**config.mk**
```make
export PLATFORM = sky130hd
export DESIGN_NAME = fsag_guard
export DESIGN_NICKNAME = d
export VERILOG_FILES = /design/src/common/fsag_pkg.sv /design/src/core/fsag_guard.sv /design/src/core/fsag_region_decode.sv /design/src/core/fsag_reset_pulse.sv
export SDC_FILE = /design/constraint.sdc
export NUM_CORES = 1
export LEC_CHECK = 0
export BUFFER_PORTS_ARGS = -buffer_cell sky130_fd_sc_hd__buf_2
export CAP_MARGIN = 30
export CORE_MARGIN = 2
export CORE_UTILIZATION = 52
export CTS_CLUSTER_SIZE = 25
export DETAILED_ROUTE_END_ITERATION = 10
export GPL_ROUTABILITY_DRIVEN = 0
export GPL_TIMING_DRIVEN = 0
export PLACE_DENSITY = 0.83
export RECOVER_POWER = 25
export SYNTH_ARGS = -nofsm -noshare
export SYNTH_HDL_FRONTEND = slang
export SYNTH_SLANG_ARGS = --single-unit
export TNS_END_PERCENT = 5
```
**constraint.sdc**
```tcl
create_clock -name ref_clk -period 6.35 [get_ports ref_clk]
set_clock_uncertainty 0.2 [all_clocks]
set_input_delay 0 -clock ref_clk [delete_from_list [all_inputs] [get_ports ref_clk]]
set_output_delay 0 -clock ref_clk [all_outputs]
set_load 0.1 [all_outputs]
```
**src/common/fsag_pkg.sv**
```systemverilog
// constants, codes and types shared by the flash security access guard
// assumes a 25 MHz system clock and a 16 kB flash with 512-byte pages
//
// Overview of operation
// - unlocked pages open to every requester
// - locked pages: debug dropped, unlocked firmware resets
// - lock-byte page shared until any page locks
// - lock byte readable by all until locking
// - unlocked: only debug may erase lock page
// - locked: only whole-device erase clears lock page
// - clearing lock-byte bits: debug dropped, firmware resets (the guard permits it while the lock byte is still unwritten)
// - setting lock-byte bits: debug dropped, firmware resets
// - reserved area: debug dropped, firmware resets
// - whole-device erase wipes all pages, lock included
// - firmware denial resets device, sets error flag
// - debug denials are dropped, never reset
// - any lock also locks the lock-byte page
// - written lock byte changes only by device erase
// - new lock state applies after next reset
// - firmware modify needs supply monitor and reset
// - interrupts held off during flash operation
// - store write enable is control bit 0
// - locked page count is lock byte complement
// - lock byte is last user flash byte
// - reserved area spans 0x3e00 to 0x3fff
package fsag_pkg;
  // ------------------------------------------------------------
  // flash map
  // ------------------------------------------------------------
  localparam int ADDR_W = 14;
  localparam int PAGE_SHIFT = 9;
  localparam logic [13:0] LOCK_BYTE_ADDR = 14'h3dff;
  localparam logic [4:0] LOCK_PAGE = LOCK_BYTE_ADDR[13:9];
  localparam logic [13:0] RSVD_LO = 14'h3e00;
  localparam logic [13:0] RSVD_HI = 14'h3fff;
  localparam logic [7:0] LOCK_OPEN = 8'hff;
  // ------------------------------------------------------------
  // register map
  // ------------------------------------------------------------
  localparam logic [3:0] OFF_STORE_CTL = 4'h0;
  localparam logic [3:0] OFF_RSRC = 4'h4;
  localparam logic [3:0] OFF_STAT = 4'h8;
  localparam int WR_EN_BIT = 0;
  localparam int ER_EN_BIT = 1;
  localparam int VMON_EN_BIT = 0;
  localparam int VMON_RST_BIT = 1;
  localparam int FERR_BIT = 6;
  localparam int STAT_ANY_BIT = 16;
  localparam logic [1:0] PSC_RESET = 2'h0;
  localparam logic [1:0] VMON_RESET = 2'h0;
  localparam logic [1:0] RESP_OKAY = 2'h0;
  localparam logic [1:0] RESP_SLVERR = 2'h2;
  // ------------------------------------------------------------
  // timing
  // ------------------------------------------------------------
  localparam int CLK_MHZ = 25;
  localparam int RESET_PULSE_NS = 160;
  localparam int RESET_PULSE_CYC = (RESET_PULSE_NS * CLK_MHZ + 999) / 1000;
  // ------------------------------------------------------------
  // codes
  // ------------------------------------------------------------
  typedef enum logic [1:0] {
    OP_READ = 2'h0,
    OP_WRITE = 2'h1,
    OP_ERASE = 2'h2,
    OP_DEV_ERASE = 2'h3
  } fsag_op_t;
  typedef enum logic [4:0] {
    RG_UNLOCKED = 5'h01,
    RG_LOCKED = 5'h02,
    RG_LBPAGE = 5'h04,
    RG_LBYTE = 5'h08,
    RG_RSVD = 5'h10
  } fsag_region_t;
  typedef enum logic [2:0] {
    V_PERMIT = 3'h1,
    V_DROP = 3'h2,
    V_RESET = 3'h4
  } fsag_verdict_t;
endpackage

```
**src/core/fsag_guard.sv**
```systemverilog
// flash security access guard: judges each flash request, owns the
// program-store and supply-monitor controls, and raises device resets
// assumes an AXI4-Lite master and a flash that shows its lock byte
//
// Design decisions made here: the AXI4-Lite interface to the registers and the register offsets.
`timescale 1ns/1ps
`default_nettype none
module fsag_guard #(
  parameter int ADDR_W = fsag_pkg::ADDR_W
) (
  input wire logic ref_clk,
  input wire logic rst,
  input wire logic [3:0] s_axi_awaddr,
  input wire logic s_axi_awvalid,
  output logic s_axi_awready,
  input wire logic [31:0] s_axi_wdata,
  input wire logic [3:0] s_axi_wstrb,
  input wire logic s_axi_wvalid,
  output logic s_axi_wready,
  output logic [1:0] s_axi_bresp,
  output logic s_axi_bvalid,
  input wire logic s_axi_bready,
  input wire logic [3:0] s_axi_araddr,
  input wire logic s_axi_arvalid,
  output logic s_axi_arready,
  output logic [31:0] s_axi_rdata,
  output logic [1:0] s_axi_rresp,
  output logic s_axi_rvalid,
  input wire logic s_axi_rready,
  input wire logic reqValid,
  input wire logic reqFromDebug,
  input wire logic [1:0] reqOp,
  input wire logic [ADDR_W-1:0] reqAddr,
  input wire logic [7:0] reqData,
  input wire logic [ADDR_W-1:0] fetchAddr,
  input wire logic [7:0] lockByteStored,
  input wire logic flashBusy,
  output logic respValid,
  output logic respPermit,
  output logic respDrop,
  output logic wholeEraseGo,
  output logic irqHold,
  output logic deviceReset
);
  // ------------------------------------------------------------
  // verdict
  // ------------------------------------------------------------
  function automatic fsag_pkg::fsag_verdict_t decide(
    input logic fromDebug,
    input logic fwLocked,
    input logic anyLocked,
    input logic lbWritten,
    input logic supplyOk,
    input fsag_pkg::fsag_region_t rg,
    input fsag_pkg::fsag_op_t op
  );
    fsag_pkg::fsag_verdict_t deny;
    logic lockPage;
    deny = fromDebug ? fsag_pkg::V_DROP : fsag_pkg::V_RESET;
    lockPage = rg == fsag_pkg::RG_LBPAGE || rg == fsag_pkg::RG_LBYTE;
    decide = fsag_pkg::V_PERMIT;
    if (op == fsag_pkg::OP_DEV_ERASE) begin
      decide = fromDebug ? fsag_pkg::V_PERMIT : fsag_pkg::V_RESET;
    end else if (rg == fsag_pkg::RG_RSVD) begin
      decide = deny;
    end else if (!fromDebug && op != fsag_pkg::OP_READ && !supplyOk) begin
      decide = fsag_pkg::V_RESET;
    end else if (op == fsag_pkg::OP_ERASE && lockPage) begin
      decide = (fromDebug && !anyLocked) ? fsag_pkg::V_PERMIT : deny;
    end else if (rg == fsag_pkg::RG_LBYTE && op == fsag_pkg::OP_WRITE && lbWritten) begin
      decide = deny;
    end else if (rg == fsag_pkg::RG_LOCKED || (lockPage && anyLocked)) begin
      decide = (!fromDebug && fwLocked) ? fsag_pkg::V_PERMIT : deny;
    end
  endfunction

  // ------------------------------------------------------------
  // state
  // ------------------------------------------------------------
  logic loadDone_reg;
  logic [7:0] actLock_reg;
  logic [7:0] pendLock_reg;
  logic [1:0] psc_reg;
  logic [1:0] vmon_reg;
  logic ferr_reg;
  logic [3:0] awAddr_reg;
  logic [31:0] wData_reg;
  logic [3:0] wStrb_reg;
  fsag_pkg::fsag_region_t reqRegion;
  fsag_pkg::fsag_verdict_t verdict;
  fsag_pkg::fsag_op_t op;
  logic fetchLocked;
  logic anyLocked;
  logic lbWritten;
  logic supplyOk;
  logic fwNoEnable;
  logic accept;
  logic errRstEvt;
  logic devEraseOk;
  logic lbWriteOk;
  logic doWrite;
  logic devRstW;

  assign op = fsag_pkg::fsag_op_t'(reqOp);
  assign anyLocked = actLock_reg != fsag_pkg::LOCK_OPEN;
  assign lbWritten = pendLock_reg != fsag_pkg::LOCK_OPEN;
  assign supplyOk = vmon_reg[fsag_pkg::VMON_EN_BIT] && vmon_reg[fsag_pkg::VMON_RST_BIT];

  fsag_region_decode #(.ADDR_W(ADDR_W)) u_reqDecode (
    .addr(reqAddr),
    .lockByte(actLock_reg),
    .region(reqRegion),
    .inLocked()
  );

  fsag_region_decode #(.ADDR_W(ADDR_W)) u_fetchDecode (
    .addr(fetchAddr),
    .lockByte(actLock_reg),
    .region(),
    .inLocked(fetchLocked)
  );

  // firmware stores without the enables land in data memory, not flash
  assign fwNoEnable = !reqFromDebug &&
    ((op == fsag_pkg::OP_WRITE && !psc_reg[fsag_pkg::WR_EN_BIT]) ||
     (op == fsag_pkg::OP_ERASE && psc_reg != 2'h3));
  assign accept = reqValid && loadDone_reg && !devRstW && !fwNoEnable;
  assign verdict = decide(reqFromDebug, fetchLocked, anyLocked, lbWritten, supplyOk, reqRegion, op);
  assign errRstEvt = accept && verdict == fsag_pkg::V_RESET;
  assign devEraseOk = accept && verdict == fsag_pkg::V_PERMIT && op == fsag_pkg::OP_DEV_ERASE;
  assign lbWriteOk = accept && verdict == fsag_pkg::V_PERMIT &&
    op == fsag_pkg::OP_WRITE && reqRegion == fsag_pkg::RG_LBYTE;

  fsag_reset_pulse u_resetPulse (
    .ref_clk(ref_clk),
    .rst(rst),
    .trig(errRstEvt),
    .pulse(devRstW)
  );
  assign deviceReset = devRstW;

  // ------------------------------------------------------------
  // lock byte tracking
  // ------------------------------------------------------------
  // the stored lock byte is caught once after release, never at reset
  always_ff @(posedge ref_clk or posedge rst) begin
    if (rst) begin
      loadDone_reg <= 1'b0;
    end else begin
      loadDone_reg <= 1'b1;
    end
  end

  always_ff @(posedge ref_clk or posedge rst) begin
    if (rst) begin
      pendLock_reg <= fsag_pkg::LOCK_OPEN;
    end else if (!loadDone_reg) begin
      pendLock_reg <= lockByteStored;
    end else if (devEraseOk) begin
      pendLock_reg <= fsag_pkg::LOCK_OPEN;
    end else if (lbWriteOk) begin
      pendLock_reg <= pendLock_reg & reqData; // flash only clears bits
    end
  end

  // active lock follows the pending value only across a device reset
  always_ff @(posedge ref_clk or posedge rst) begin
    if (rst) begin
      actLock_reg <= fsag_pkg::LOCK_OPEN;
    end else if (!loadDone_reg) begin
      actLock_reg <= lockByteStored;
    end else if (devEraseOk) begin
      actLock_reg <= fsag_pkg::LOCK_OPEN;
    end else if (errRstEvt) begin
      actLock_reg <= pendLock_reg;
    end
  end

  // ------------------------------------------------------------
  // request answer
  // ------------------------------------------------------------
  always_ff @(posedge ref_clk or posedge rst) begin
    if (rst) begin
      respValid <= 1'b0;
      respPermit <= 1'b0;
      respDrop <= 1'b0;
      wholeEraseGo <= 1'b0;
    end else begin
      respValid <= reqValid;
      respPermit <= accept && verdict == fsag_pkg::V_PERMIT;
      respDrop <= reqValid && !(accept && verdict != fsag_pkg::V_DROP);
      wholeEraseGo <= devEraseOk;
    end
  end

  always_ff @(posedge ref_clk or posedge rst) begin
    if (rst) begin
      irqHold <= 1'b0;
    end else begin
      irqHold <= flashBusy;
    end
  end

  // ------------------------------------------------------------
  // control registers
  // ------------------------------------------------------------
  assign doWrite = !s_axi_awready && !s_axi_wready && !s_axi_bvalid;

  always_ff @(posedge ref_clk or posedge rst) begin
    if (rst) begin
      psc_reg <= fsag_pkg::PSC_RESET;
    end else if (errRstEvt) begin
      psc_reg <= fsag_pkg::PSC_RESET;
    end else if (doWrite && awAddr_reg == fsag_pkg::OFF_STORE_CTL && wStrb_reg[0]) begin
      psc_reg <= wData_reg[1:0];
    end
  end

  always_ff @(posedge ref_clk or posedge rst) begin
    if (rst) begin
      vmon_reg <= fsag_pkg::VMON_RESET;
    end else if (errRstEvt) begin
      vmon_reg <= fsag_pkg::VMON_RESET;
    end else if (doWrite && awAddr_reg == fsag_pkg::OFF_RSRC && wStrb_reg[0]) begin
      vmon_reg <= wData_reg[1:0];
    end
  end

  // survives the device reset it causes; only rst clears it
  always_ff @(posedge ref_clk or posedge rst) begin
    if (rst) begin
      ferr_reg <= 1'b0;
    end else if (errRstEvt) begin
      ferr_reg <= 1'b1;
    end
  end

  // ------------------------------------------------------------
  // axi4-lite write path
  // ------------------------------------------------------------
  always_ff @(posedge ref_clk or posedge rst) begin
    if (rst) begin
      s_axi_awready <= 1'b1;
      awAddr_reg <= 4'h0;
    end else if (s_axi_awvalid && s_axi_awready) begin
      s_axi_awready <= 1'b0;
      awAddr_reg <= s_axi_awaddr;
    end else if (doWrite) begin
      s_axi_awready <= 1'b1;
    end
  end

  always_ff @(posedge ref_clk or posedge rst) begin
    if (rst) begin
      s_axi_wready <= 1'b1;
      wData_reg <= 32'h0000_0000;
      wStrb_reg <= 4'h0;
    end else if (s_axi_wvalid && s_axi_wready) begin
      s_axi_wready <= 1'b0;
      wData_reg <= s_axi_wdata;
      wStrb_reg <= s_axi_wstrb;
    end else if (doWrite) begin
      s_axi_wready <= 1'b1;
    end
  end

  always_ff @(posedge ref_clk or posedge rst) begin
    if (rst) begin
      s_axi_bvalid <= 1'b0;
      s_axi_bresp <= fsag_pkg::RESP_OKAY;
    end else if (doWrite) begin
      s_axi_bvalid <= 1'b1;
      s_axi_bresp <= (awAddr_reg == fsag_pkg::OFF_STORE_CTL || awAddr_reg == fsag_pkg::OFF_RSRC ||
        awAddr_reg == fsag_pkg::OFF_STAT) ? fsag_pkg::RESP_OKAY : fsag_pkg::RESP_SLVERR;
    end else if (s_axi_bready) begin
      s_axi_bvalid <= 1'b0;
    end
  end

  // ------------------------------------------------------------
  // axi4-lite read path
  // ------------------------------------------------------------
  always_ff @(posedge ref_clk or posedge rst) begin
    if (rst) begin
      s_axi_arready <= 1'b1;
      s_axi_rvalid <= 1'b0;
      s_axi_rdata <= 32'h0000_0000;
      s_axi_rresp <= fsag_pkg::RESP_OKAY;
    end else if (s_axi_arvalid && s_axi_arready) begin
      s_axi_arready <= 1'b0;
      s_axi_rvalid <= 1'b1;
      s_axi_rresp <= fsag_pkg::RESP_OKAY;
      case (s_axi_araddr)
        fsag_pkg::OFF_STORE_CTL: begin
          s_axi_rdata <= {30'h0, psc_reg};
        end
        fsag_pkg::OFF_RSRC: begin
          s_axi_rdata <= {25'h0, ferr_reg, 4'h0, vmon_reg};
        end
        fsag_pkg::OFF_STAT: begin
          s_axi_rdata <= {15'h0, anyLocked, pendLock_reg, actLock_reg};
        end
        default: begin
          s_axi_rdata <= 32'h0000_0000;
          s_axi_rresp <= fsag_pkg::RESP_SLVERR;
        end
      endcase
    end else if (s_axi_rvalid && s_axi_rready) begin
      s_axi_rvalid <= 1'b0;
      s_axi_arready <= 1'b1;
    end
  end
endmodule
`default_nettype wire

```
**src/core/fsag_region_decode.sv**
```systemverilog
// classifies one flash address against the active lock byte
// assumes a byte address inside the 16 kB flash
`timescale 1ns/1ps
`default_nettype none
module fsag_region_decode #(
  parameter int ADDR_W = fsag_pkg::ADDR_W
) (
  input wire logic [ADDR_W-1:0] addr,
  input wire logic [7:0] lockByte,
  output var fsag_pkg::fsag_region_t region,
  output logic inLocked
);
  logic [ADDR_W-fsag_pkg::PAGE_SHIFT-1:0] pageIdx;
  logic anyLocked;

  assign pageIdx = addr[ADDR_W-1:fsag_pkg::PAGE_SHIFT];
  assign anyLocked = lockByte != fsag_pkg::LOCK_OPEN;

  always_comb begin
    if (addr >= fsag_pkg::RSVD_LO && addr <= fsag_pkg::RSVD_HI) begin
      region = fsag_pkg::RG_RSVD;
    end else if (addr == fsag_pkg::LOCK_BYTE_ADDR) begin
      region = fsag_pkg::RG_LBYTE;
    end else if (pageIdx == fsag_pkg::LOCK_PAGE) begin
      region = fsag_pkg::RG_LBPAGE;
    end else if (8'(pageIdx) < ~lockByte) begin
      region = fsag_pkg::RG_LOCKED;
    end else begin
      region = fsag_pkg::RG_UNLOCKED;
    end
  end

  // lock page counts as locked once anything is
  assign inLocked = region == fsag_pkg::RG_LOCKED ||
    (anyLocked && (region == fsag_pkg::RG_LBPAGE || region == fsag_pkg::RG_LBYTE));
endmodule
`default_nettype wire

```
**src/core/fsag_reset_pulse.sv**
```systemverilog
// stretches a flash-error event into a device reset pulse
// assumes the rest of the chip samples the pulse on ref_clk
`timescale 1ns/1ps
`default_nettype none
module fsag_reset_pulse #(
  parameter int CYC = fsag_pkg::RESET_PULSE_CYC
) (
  input wire logic ref_clk,
  input wire logic rst,
  input wire logic trig,
  output logic pulse
);
  logic [7:0] cntReg;

  // a second event while pulsing is folded into the first
  always_ff @(posedge ref_clk or posedge rst) begin
    if (rst) begin
      cntReg <= 8'h00;
      pulse <= 1'b0;
    end else if (trig && !pulse) begin
      cntReg <= 8'(CYC - 1);
      pulse <= 1'b1;
    end else if (cntReg != 8'h00) begin
      cntReg <= cntReg - 8'h01;
    end else begin
      pulse <= 1'b0;
    end
  end
endmodule
`default_nettype wire

```
## Word level (Yosys, flattened, before mapping)

Cells that the tools add are included.

- Logic and storage cells: 169
- Input bits: 100
- Bits in registers: 84
- Output and inout port bits: 47

- Bitwise gates (word level): 2
- Magnitude comparators: 6
- Add/subtract/negate cells: 1
- Eq/ne operators: 27
- Reduce and logical (&&, ||, !) cells: 65
- Muxes and demuxes: 44

Operators by type and width:

| cell | number |
|---|---|
| two-way mux 8 bit | 8 |
| one-hot mux 17 bit (3 select lines) | 1 |
| logical AND 1 bit | 36 |
| two-way mux 3 bit | 10 |
| two-way mux 5 bit | 6 |
| == test 14 bit (second input constant) | 2 |
| greater-or-equal comparator 14 bit (second input constant) | 2 |
| less-or-equal comparator 14 bit (second input constant) | 2 |
| less-than comparator 5 x 8 -> 1 bit | 2 |
| two-way mux 2 bit | 8 |
| != test 8 bit (second input constant) | 2 |
| nonzero test 2 bit | 8 |
| == test 5 bit (second input constant) | 3 |
| two-way mux 1 bit | 11 |
| == test 5 x 2 -> 1 bit (second input constant) | 2 |
| == test 5 x 3 -> 1 bit (second input constant) | 2 |
| == test 5 x 4 -> 1 bit (second input constant) | 2 |
| logical NOT 1 bit | 10 |
| AND 8 bit | 1 |
| == test 4 x 3 -> 1 bit (second input constant) | 2 |
| == test 4 bit (second input constant) | 2 |
| logical NOT 4 bit | 2 |
| NOT 8 bit | 1 |
| nonzero test 8 bit | 1 |
| 11 further kinds | 19 |

## Longest topological paths before layout

Gate-level depths: netlist (run 1).

- Word-level depth: 25
- Gate-level depth with buffers: 9
- Depth with buffers taken out: 7

## Hierarchy

Synthesis (run 1) repeated with hierarchy kept, for this count alone.

- Cell total of the unflattened synthesis: 343
- Area total of the unflattened synthesis: 3,598.5 um2

By module, submodules not included:

| module | area an instance (um2) | times used | seq. area each (um2) | cells an instance |
|---|---|---|---|---|
| fsag_guard | 2,696.3 | 1 | 1,475.2 | 237 |
| fsag_reset_pulse | 484.2 | 1 | 225.2 | 50 |
| fsag_region_decode | 209.0 | 2 | 0.0 | 28 |

## Worst setup path after synthesis (run 1)

Ideal clock, no wire load.

- Path kind: register to register
- Start point: register actLock_reg[1]
- End point: register pendLock_reg[7]
- Arrival time: 2,194 ps
- Path buffers: 2
- Setup slack: 3,878 ps
- Library setup time: 77 ps
- Cell stages (with the launch flop): 10
- Data required time: 6,073 ps
- Clock period less this slack: 2,472 ps
- Cell sequence: dfstp_2 > ha_1 > o211ai_1 > o211ai_1 > o21ai_0 > o31a_1 > buf_6 > or3_1 > buf_6 > a31oi_1

- Longest elaborated chain between the ends: 23
- Elaborated cells between the ends (all ways): 47
- Classes of those cells: order compare: 2; eq/ne: 10; mux: 18; bitwise: 1; reduce/logical: 16

RTL lines:

| item | line | text |
|---|---|---|
| start: declaration | fsag_guard.sv:81 | `logic [7:0] actLock_reg;` |
| start signal: assignment | fsag_guard.sv:169 | `actLock_reg <= fsag_pkg::LOCK_OPEN;` |
| start signal: assignment | fsag_guard.sv:171 | `actLock_reg <= lockByteStored;` |
| start signal: assignment | fsag_guard.sv:173 | `actLock_reg <= fsag_pkg::LOCK_OPEN;` |
| NOT 8 bit | fsag_region_decode.sv:26 | `end else if (8'(pageIdx) < ~lockByte) begin` |
| less-than comparator 5 x 8 -> 1 bit | fsag_region_decode.sv:26 |  |
| two-way mux 2 bit | fsag_region_decode.sv:26 |  |
| two-way mux 5 bit | fsag_region_decode.sv:24 | `end else if (pageIdx == fsag_pkg::LOCK_PAGE) begin` |
| two-way mux 5 bit | fsag_region_decode.sv:22 | `end else if (addr == fsag_pkg::LOCK_BYTE_ADDR) begin` |
| two-way mux 5 bit | fsag_region_decode.sv:20 | `if (addr >= fsag_pkg::RSVD_LO && addr <= fsag_pkg::RSVD_HI) begin` |
| == test 5 x 3 -> 1 bit or == test 5 x 4 -> 1 bit (tied branches) | fsag_region_decode.sv:35 | `(anyLocked && (region == fsag_pkg::RG_LBPAGE \|\| region == fsag_pkg::RG_LBYTE));` |
| logical OR 1 bit | fsag_region_decode.sv:35 |  |
| [7 not listed] | n/a |  |
| two-way mux 3 bit | fsag_guard.sv:66 | `end else if (!fromDebug && op != fsag_pkg::OP_READ && !supplyOk) begin` |
| two-way mux 3 bit | fsag_guard.sv:64 | `end else if (rg == fsag_pkg::RG_RSVD) begin` |
| two-way mux 3 bit | fsag_guard.sv:62 | `if (op == fsag_pkg::OP_DEV_ERASE) begin` |
| == test 3 x 1 -> 1 bit | fsag_guard.sv:130, fsag_guard.sv:131 |  |
| logical AND 1 bit | fsag_guard.sv:130, fsag_guard.sv:131 |  |
| logical AND 1 bit, on equally long branches | fsag_guard.sv:131, fsag_guard.sv:130 |  |
| logical AND 1 bit or two-way mux 8 bit (tied branches) | fsag_guard.sv:132, fsag_guard.sv:159 |  |
| != test 3 x 1 -> 1 bit (no source line) or two-way mux 8 bit (tied branches) | n/a |  |
| end signal: assignment | fsag_guard.sv:156 | `pendLock_reg <= fsag_pkg::LOCK_OPEN;` |
| end signal: assignment | fsag_guard.sv:158 | `pendLock_reg <= lockByteStored;` |
| end signal: assignment | fsag_guard.sv:160 | `pendLock_reg <= fsag_pkg::LOCK_OPEN;` |
| end: declaration | fsag_guard.sv:82 | `logic [7:0] pendLock_reg;` |

Parallel ways exist; a longest one is shown, timed or not.
A chain may end at the register's enable or synchronous reset.

## Worst setup path after layout (run 1)

- Start point: register actLock_reg[4]
- End point: register pendLock_reg[5]

Same word-level chain as after synthesis.

==> flow_metrics.tcl, run 1 <==
set metrics [dict create \
    clock_latency_ns 0.36 \
    fp.dieArea_um2 7420 \
    max_cap_violations 1 \
    root_buffer "clkbuf_8" \
    worstReg2RegStart "actLock_reg[4]" \
    crit_path_start_kind "flip-flop" \
    tightest_slew_ns 1.81 \
    synth-seq-cells 67 \
    cp.arrival_ns 3.69 \
    clk_pin_slew_worst_paths_ns 0.08 \
    synth_cell_types 56 \
    power_density_nw_per_um2 329 \
    postSynth.asyncResetShare_pct 100 \
    p_leak_nw 2.19 \
    cp_slowest_cell "dfstp_2" \
    final.setup.tns_ns 0 \
    syn_inst 328 \
    num_io_pins 147 \
    fin_crit_ns 3.60 \
    yosys_most_used_dff "dfrtp_1" \
    crit_top_cell "nand4_1" \
    ir_worst_vdd_mv 0.247 \
    syn2layout_area_growth_pct 34.3 \
    violations "max-capacitance violations, max-slew violations" \
    hold_violations 0 \
    vias_per_cell 5.89 \
    largest_reg_flops 17 \
    fin_ws_ns 2.75 \
    endpoint_kind "flip-flop" \
    routed_wl_um 9580 \
    initial_utilization_pct 54.6 \
    grt_pass1_wl_um 15700 \
    cts_setup_buffers 0 \
    synth_common_cells "dfrtp_1, nand2_1, buf_4, dfstp_2, nor2_1" \
    port_buffers 84 \
    hold_start "s_axi_araddr[2]" \
    hold_path.class "in2reg" \
    fmax_mhz 278 \
    rows 29 \
    core_area_um2 6420 \
    vias 3323 \
    netlist_top_cells_area "dfrtp_1, dfstp_2, buf_4, a22o_1, ha_1" \
    die_h_um 86.2 \
    nNetsFinal 591 \
    post_cts_resized 0 \
    antenna_found_initial 0 \
    status "finished, violations left" \
    dr.pass1.iters 4 \
    fill_cells 452 \
    setup_violations 0 \
    grt_pass1_vias 3270 \
    syn_area_um2 3510 \
    htree_levels 3 \
    utilization_pct 73.4 \
    p_total_mw 1.55 \
    largest-register "s_axi_rdata" \
    path_buf_inv 3 \
    track_usage_pct 27.4 \
    cts.sinks 67 \
    layout-drive-gt1-share_pct 32.5 \
    worstPathRequired_ns 6.44 \
    yosys.area.top_type "dfrtp_1" \
    rsz0062_at_grt "false" \
    cts_tree "built" \
    slew_headroom_pct -20.8 \
    dp_hpwl_um 6300 \
    synth_warnings 0 \
    synth.avg_cell_area_um2 10.7 \
    cpPeakStageDelay_ns 0.61 \
    yosysSeqAreaShare_pct 48.4 \
    path_delay_family "buffers and inverters" \
    fin_area_um2 4710 \
    routedWlPerCell_um 17.0 \
    cp_cell_sequence "nand4_1, nor3_1, a21oi_1, o31a_1, buf_6, clkbuf_1, o311ai_0, nand4_1, dlygate4sd3_1" \
    placed_area_um2 4110 \
    cts-buffers-inserted 9 \
    postRouteAntennaNets 0 \
    synth_top_area_share_pct 34.2 \
    synth_edf_count 0 \
    grt-ovfl-total 0 \
    place_ws_ns 3.52 \
    drc 0 \
    drt-initial-drc-count 268 \
    cp-startpoint "actLock_reg[4]" \
    fin_crit_sh_pct 56.7 \
    grt_max_degree 36 \
    synth_most_common_cell "dfrtp_1" \
    final_max_slew_viol_count 36 \
    cts.path.max_buffers 2 \
    die_width_um 86.2 \
    critPathMaxFanout 10 \
    critPathKind "reg2reg" \
]
## per-layer routing
layer / part of all wire, % / global-route usage, % / vias up / wire length (um)
li1: - / - / 1511 / -
met1: 42 / 37.3 / 1558 / 4010
met2: 46 / 42.2 / 214 / 4440
met3: 8.3 / 5.77 / 40 / 791
met4: 3.5 / 12.3 / 0 / 338
met5: 0 / 0 / - / 0
## worst register-to-register path, cell delays in order, from the launching register on
cell,delay (ns)
dfstp_2,0.61
nand4_1,0.14
nor3_1,0.48
a21oi_1,0.18
o31a_1,0.34
buf_6,0.17
clkbuf_1,0.21
o311ai_0,0.42
nand4_1,0.19
dlygate4sd3_1,0.60
## placed cells by master, fill, tap and decap left out, drive strengths merged, types with 8 or more instances in the layout
cell type and instances:
a221o 8, a22o 16, buf 108, clkbuf 20
conb 18, dfrtp 48, dfstp 19, dlygate4sd3 41
ha 10, inv 14, mux2i 8, nand2 23
nand3 10, nand4 16, nor2 19, o21ai 12
o31ai 8
## final cells by class
cell class              count  area (um2)  share of cell area, %
clock buffers              10         138                   2.92
diodes                      1        2.50                 0.0531
inverters                  12        45.0                  0.956
flip-flops and latches     67        1700                   36.1
multi-input cells         232        1610                   34.1
clock inverters             6        72.6                   1.54
repair buffers            126         833                   17.7
well taps                  77        96.3                   2.04
plain buffers              33         215                   4.57
## cells by family (layout without fill, tap and decap cells)
group	after synthesis	count (layout)	share of synthesized area, %
other	2	19	0.214
and+or+nand+nor	103	103	16.3
adders and majority gates	10	10	3.57
DFF	67	67	48.4
AOI/OAI and AO/OA	79	79	17.8
xor gates and xnor gates	7	7	1.75
muxes	15	15	4.53
buffers and inverters	45	187	7.42
## where the power goes
group          switching, mW  internal [mW]
Clock                  0.183          0.196
Sequential            0.0702          0.523
Combinational          0.422          0.156
## stage by stage
stage	hold WS, ns	instances
finish	0.0364	564
global placement	-0.0890	505
detailed placement	-0.0884	506
floorplan	-0.169	344
global route	0.0859	563
CTS	0.0199	563
## timing repair
action / CTS / global route
hold endpoints to repair: 67 / 0
hold buffers: 41 / 0
setup endpoints to repair: 0 / 0
## final timing paths
path / slack [ns] / cells after the start / end
worst max-delay path: 2.75 / 9 / pendLock_reg[5]
worst min-delay path: 0.04 / 4 / s_axi_rdata[0]
worst max register to register: 2.75 / 9 / pendLock_reg[5]
worst min register to register: 0.29 / 2 / s_axi_bresp[1]
max in group asynchronous: 3.37 / 4 / s_axi_rdata[14]
min in group asynchronous: 0.32 / 3 / u_resetPulse.cntReg[3]
Power figures use the tool's default switching activity.
==> run 2: changes to the inputs <==
--- a/config.mk
+++ b/config.mk
@@ -8,12 +8,12 @@
 export BUFFER_PORTS_ARGS = -buffer_cell sky130_fd_sc_hd__buf_2
 export CAP_MARGIN = 30
 export CORE_MARGIN = 2
-export CORE_UTILIZATION = 52
+export CORE_UTILIZATION = 44
 export CTS_CLUSTER_SIZE = 25
 export DETAILED_ROUTE_END_ITERATION = 10
 export GPL_ROUTABILITY_DRIVEN = 0
 export GPL_TIMING_DRIVEN = 0
-export PLACE_DENSITY = 0.83
+export PLACE_DENSITY = 0.74
 export RECOVER_POWER = 25
 export SYNTH_ARGS = -nofsm -noshare
 export SYNTH_HDL_FRONTEND = slang
==> constraint.sdc (replaced) <==
create_clock -name ref_clk -period 2.95 [get_ports ref_clk]
set_clock_uncertainty 0.2 [all_clocks]
set_input_delay 0 -clock ref_clk [delete_from_list [all_inputs] [get_ports ref_clk]]
set_output_delay 0 -clock ref_clk [all_outputs]
set_load 0.1 [all_outputs]
==> run 2 against run 1 <==
  * The run now ends clean
  * Final cell count increased by 3.9%
  * Clock power increased by 99%
  * Worst hold slack got worse by 0.010 ns
  * Non-clock buffer count decreased by 2
  * Sequential power increased by 110%
  * Wire length decreased by 5.3%
  * Via count decreased by 4.5%
  * Utilization decreased by 12 points
  * Global-route usage decreased by 5.6 points
  * Design area about the same
  * Die area increased by 17%
==> flow_metrics.tcl, run 2 (same netlist as run 1, synthesis figures left out) <==
set metrics [dict create \
    status "complete, no violations" \
    antenna_found_initial 0 \
    layout_commonest_cell "buf_2" \
    placed_cells 531 \
    clock_power_share_pct 23.1 \
    drc 0 \
    switching_power_mw 1.41 \
    die_h_um 93.3 \
    fin_crit_sh_pct 96.0 \
    endpoint_kind "flip-flop" \
    critPathKind "reg2reg" \
    cp.arrival_ns 2.88 \
    worstPathRequired_ns 3.00 \
    seqPwrFrac_pct 39.0 \
    vias_per_cell 5.42 \
    port_buffers 84 \
    largest_reg_flops 17 \
    root_buffer "clkbuf_8" \
    layout-drive-gt1-share_pct 32.9 \
    clk_pin_slew_worst_paths_ns 0.07 \
    grt-ovfl-total 0 \
    largest-register "s_axi_rdata" \
    final.setup.tns_ns 0 \
    cts_tree "built" \
    final_max_slew_viol_count 0 \
    multi_input_area_um2 1610 \
    num_io_pins 147 \
    critPathMaxFanout 10 \
    final_cell_mix "buf_2, dfrtp_1, dlygate4sd3_1" \
    dp_hpwl_um 6370 \
    die_width_um 93.3 \
    cp_cell_sequence "ha_1, o211ai_1, o211ai_1, o21ai_0, o31a_1, buf_6, clkbuf_1, o41ai_1, a31oi_1" \
    hold_violations 0 \
    hold_path.class "in2reg" \
    fmax_mhz 353 \
    fin_area_um2 4710 \
    p_int_mw 1.85 \
    rsz0062_at_grt "true" \
    diodes 0 \
    holdWs_ns 0.0261 \
    initial_utilization_pct 45.4 \
    postRouteAntennaNets 0 \
    comb_power_share_pct 37.9 \
    max_cap_violations 0 \
    crit_top_cell "o211ai_1" \
    power_density_nw_per_um2 692 \
    fin_cells 586 \
    fin_crit_ns 2.83 \
    tightest_slew_ns 1.02 \
    slew_headroom_pct 31.7 \
    routedWlPerCell_um 15.5 \
    grt_max_degree 41 \
    fill_cells 643 \
    cts_setup_buffers 0 \
    vias 3174 \
    utilization_pct 61.0 \
    fp.dieArea_um2 8710 \
    p_leak_nw 2.17 \
    track_usage_pct 21.8 \
    cpPeakStageDelay_ns 0.59 \
    cts-buffers-inserted 9 \
    path_buf_inv 2 \
    grt_pass1_wl_um 14700 \
    placed_area_um2 4140 \
    regArea_um2 1700 \
    grt_pass1_vias 3114 \
    syn2layout_area_growth_pct 34.2 \
    rows 32 \
    core_area_um2 7730 \
    drt-initial-drc-count 175 \
    ir_worst_vdd_mv 0.484 \
    cts.sinks 67 \
    switching_share_pct 43.4 \
    dr.pass1.iters 5 \
    setup_violations 0 \
    crit_path_start_kind "flip-flop" \
    path_delay_family "compound AO/OA/AOI/OAI gates" \
    routed_wl_um 9080 \
    clock_latency_ns 0.35 \
    htree_levels 3 \
    rrSetupSlack_ns 0.12 \
    cts.path.max_buffers 2 \
    cp_slowest_cell "dfstp_2" \
    nNetsFinal 589 \
]
-- run 2: final cells by class --
| class | count | share of cell area [%] |
|---|---|---|
| plain buffers | 33 | 4.57 |
| clock buffers | 10 | 2.71 |
| clock inverters | 6 | 1.41 |
| inverters | 12 | 0.956 |
| multi-input cells | 232 | 34.3 |
| flip-flops and latches | 67 | 36.1 |
| well taps | 102 | 2.71 |
| repair buffers | 124 | 17.3 |
-- run 2: path summary, 6_finish.rpt --
kind                                      from               to  cells after the start
max in group asynchronous                  rst     wholeEraseGo                      4
worst min register to register        ferr_reg         ferr_reg                      1
min in group asynchronous                  rst     s_axi_rvalid                      3
worst max register to register  actLock_reg[1]  pendLock_reg[7]                      9
worst min-delay path              reqFromDebug       respPermit                      3
worst max-delay path            actLock_reg[1]  pendLock_reg[7]                      9
-- run 2: worst reg2reg max path: cells and delay by family (launching register included) --
family          cells  cell delay [ns]
buf+inv             2             0.38
compound gates      6             1.40
flops               1             0.59
fa+ha+maj           1             0.18
-- run 2: repair_timing --
action,in CTS,in global routing
hold buffers,39,0
setup endpoints to repair,0,9
hold endpoints to repair,89,0
gates resized for setup,0,6
-- run 2: routing by layer --
metal  GRT usage (%)  wire length [um]  up-vias
li1                -                 -     1508
met1            28.3              3940     1487
met2            35.0              4240      161
met3            5.40               723       18
met4            8.46               165        0
met5               0                 0        -
-- run 2: metrics by stage --
| stage | power, mW | setup slack (ns) |
|---|---|---|
| floorplan | 2.24 | 0.478 |
| global placement | 2.44 | 0.181 |
| detailed placement | 2.47 | 0.165 |
| CTS | 3.28 | 0.165 |
| global route | 3.41 | -0.0281 |
| finish | 3.26 | 0.117 |
-- run 2: power groups by stage --
| stage | combinational [mW] | sequential (mW) | clock, mW |
|---|---|---|---|
| global placement | 1.16 | 1.28 | 0 |
| floorplan | 0.453 | 1.78 | 0 |
| detailed placement | 1.18 | 1.29 | 0 |
| finish | 1.24 | 1.27 | 0.753 |
| global route | 1.31 | 1.29 | 0.818 |
| CTS | 1.24 | 1.27 | 0.777 |
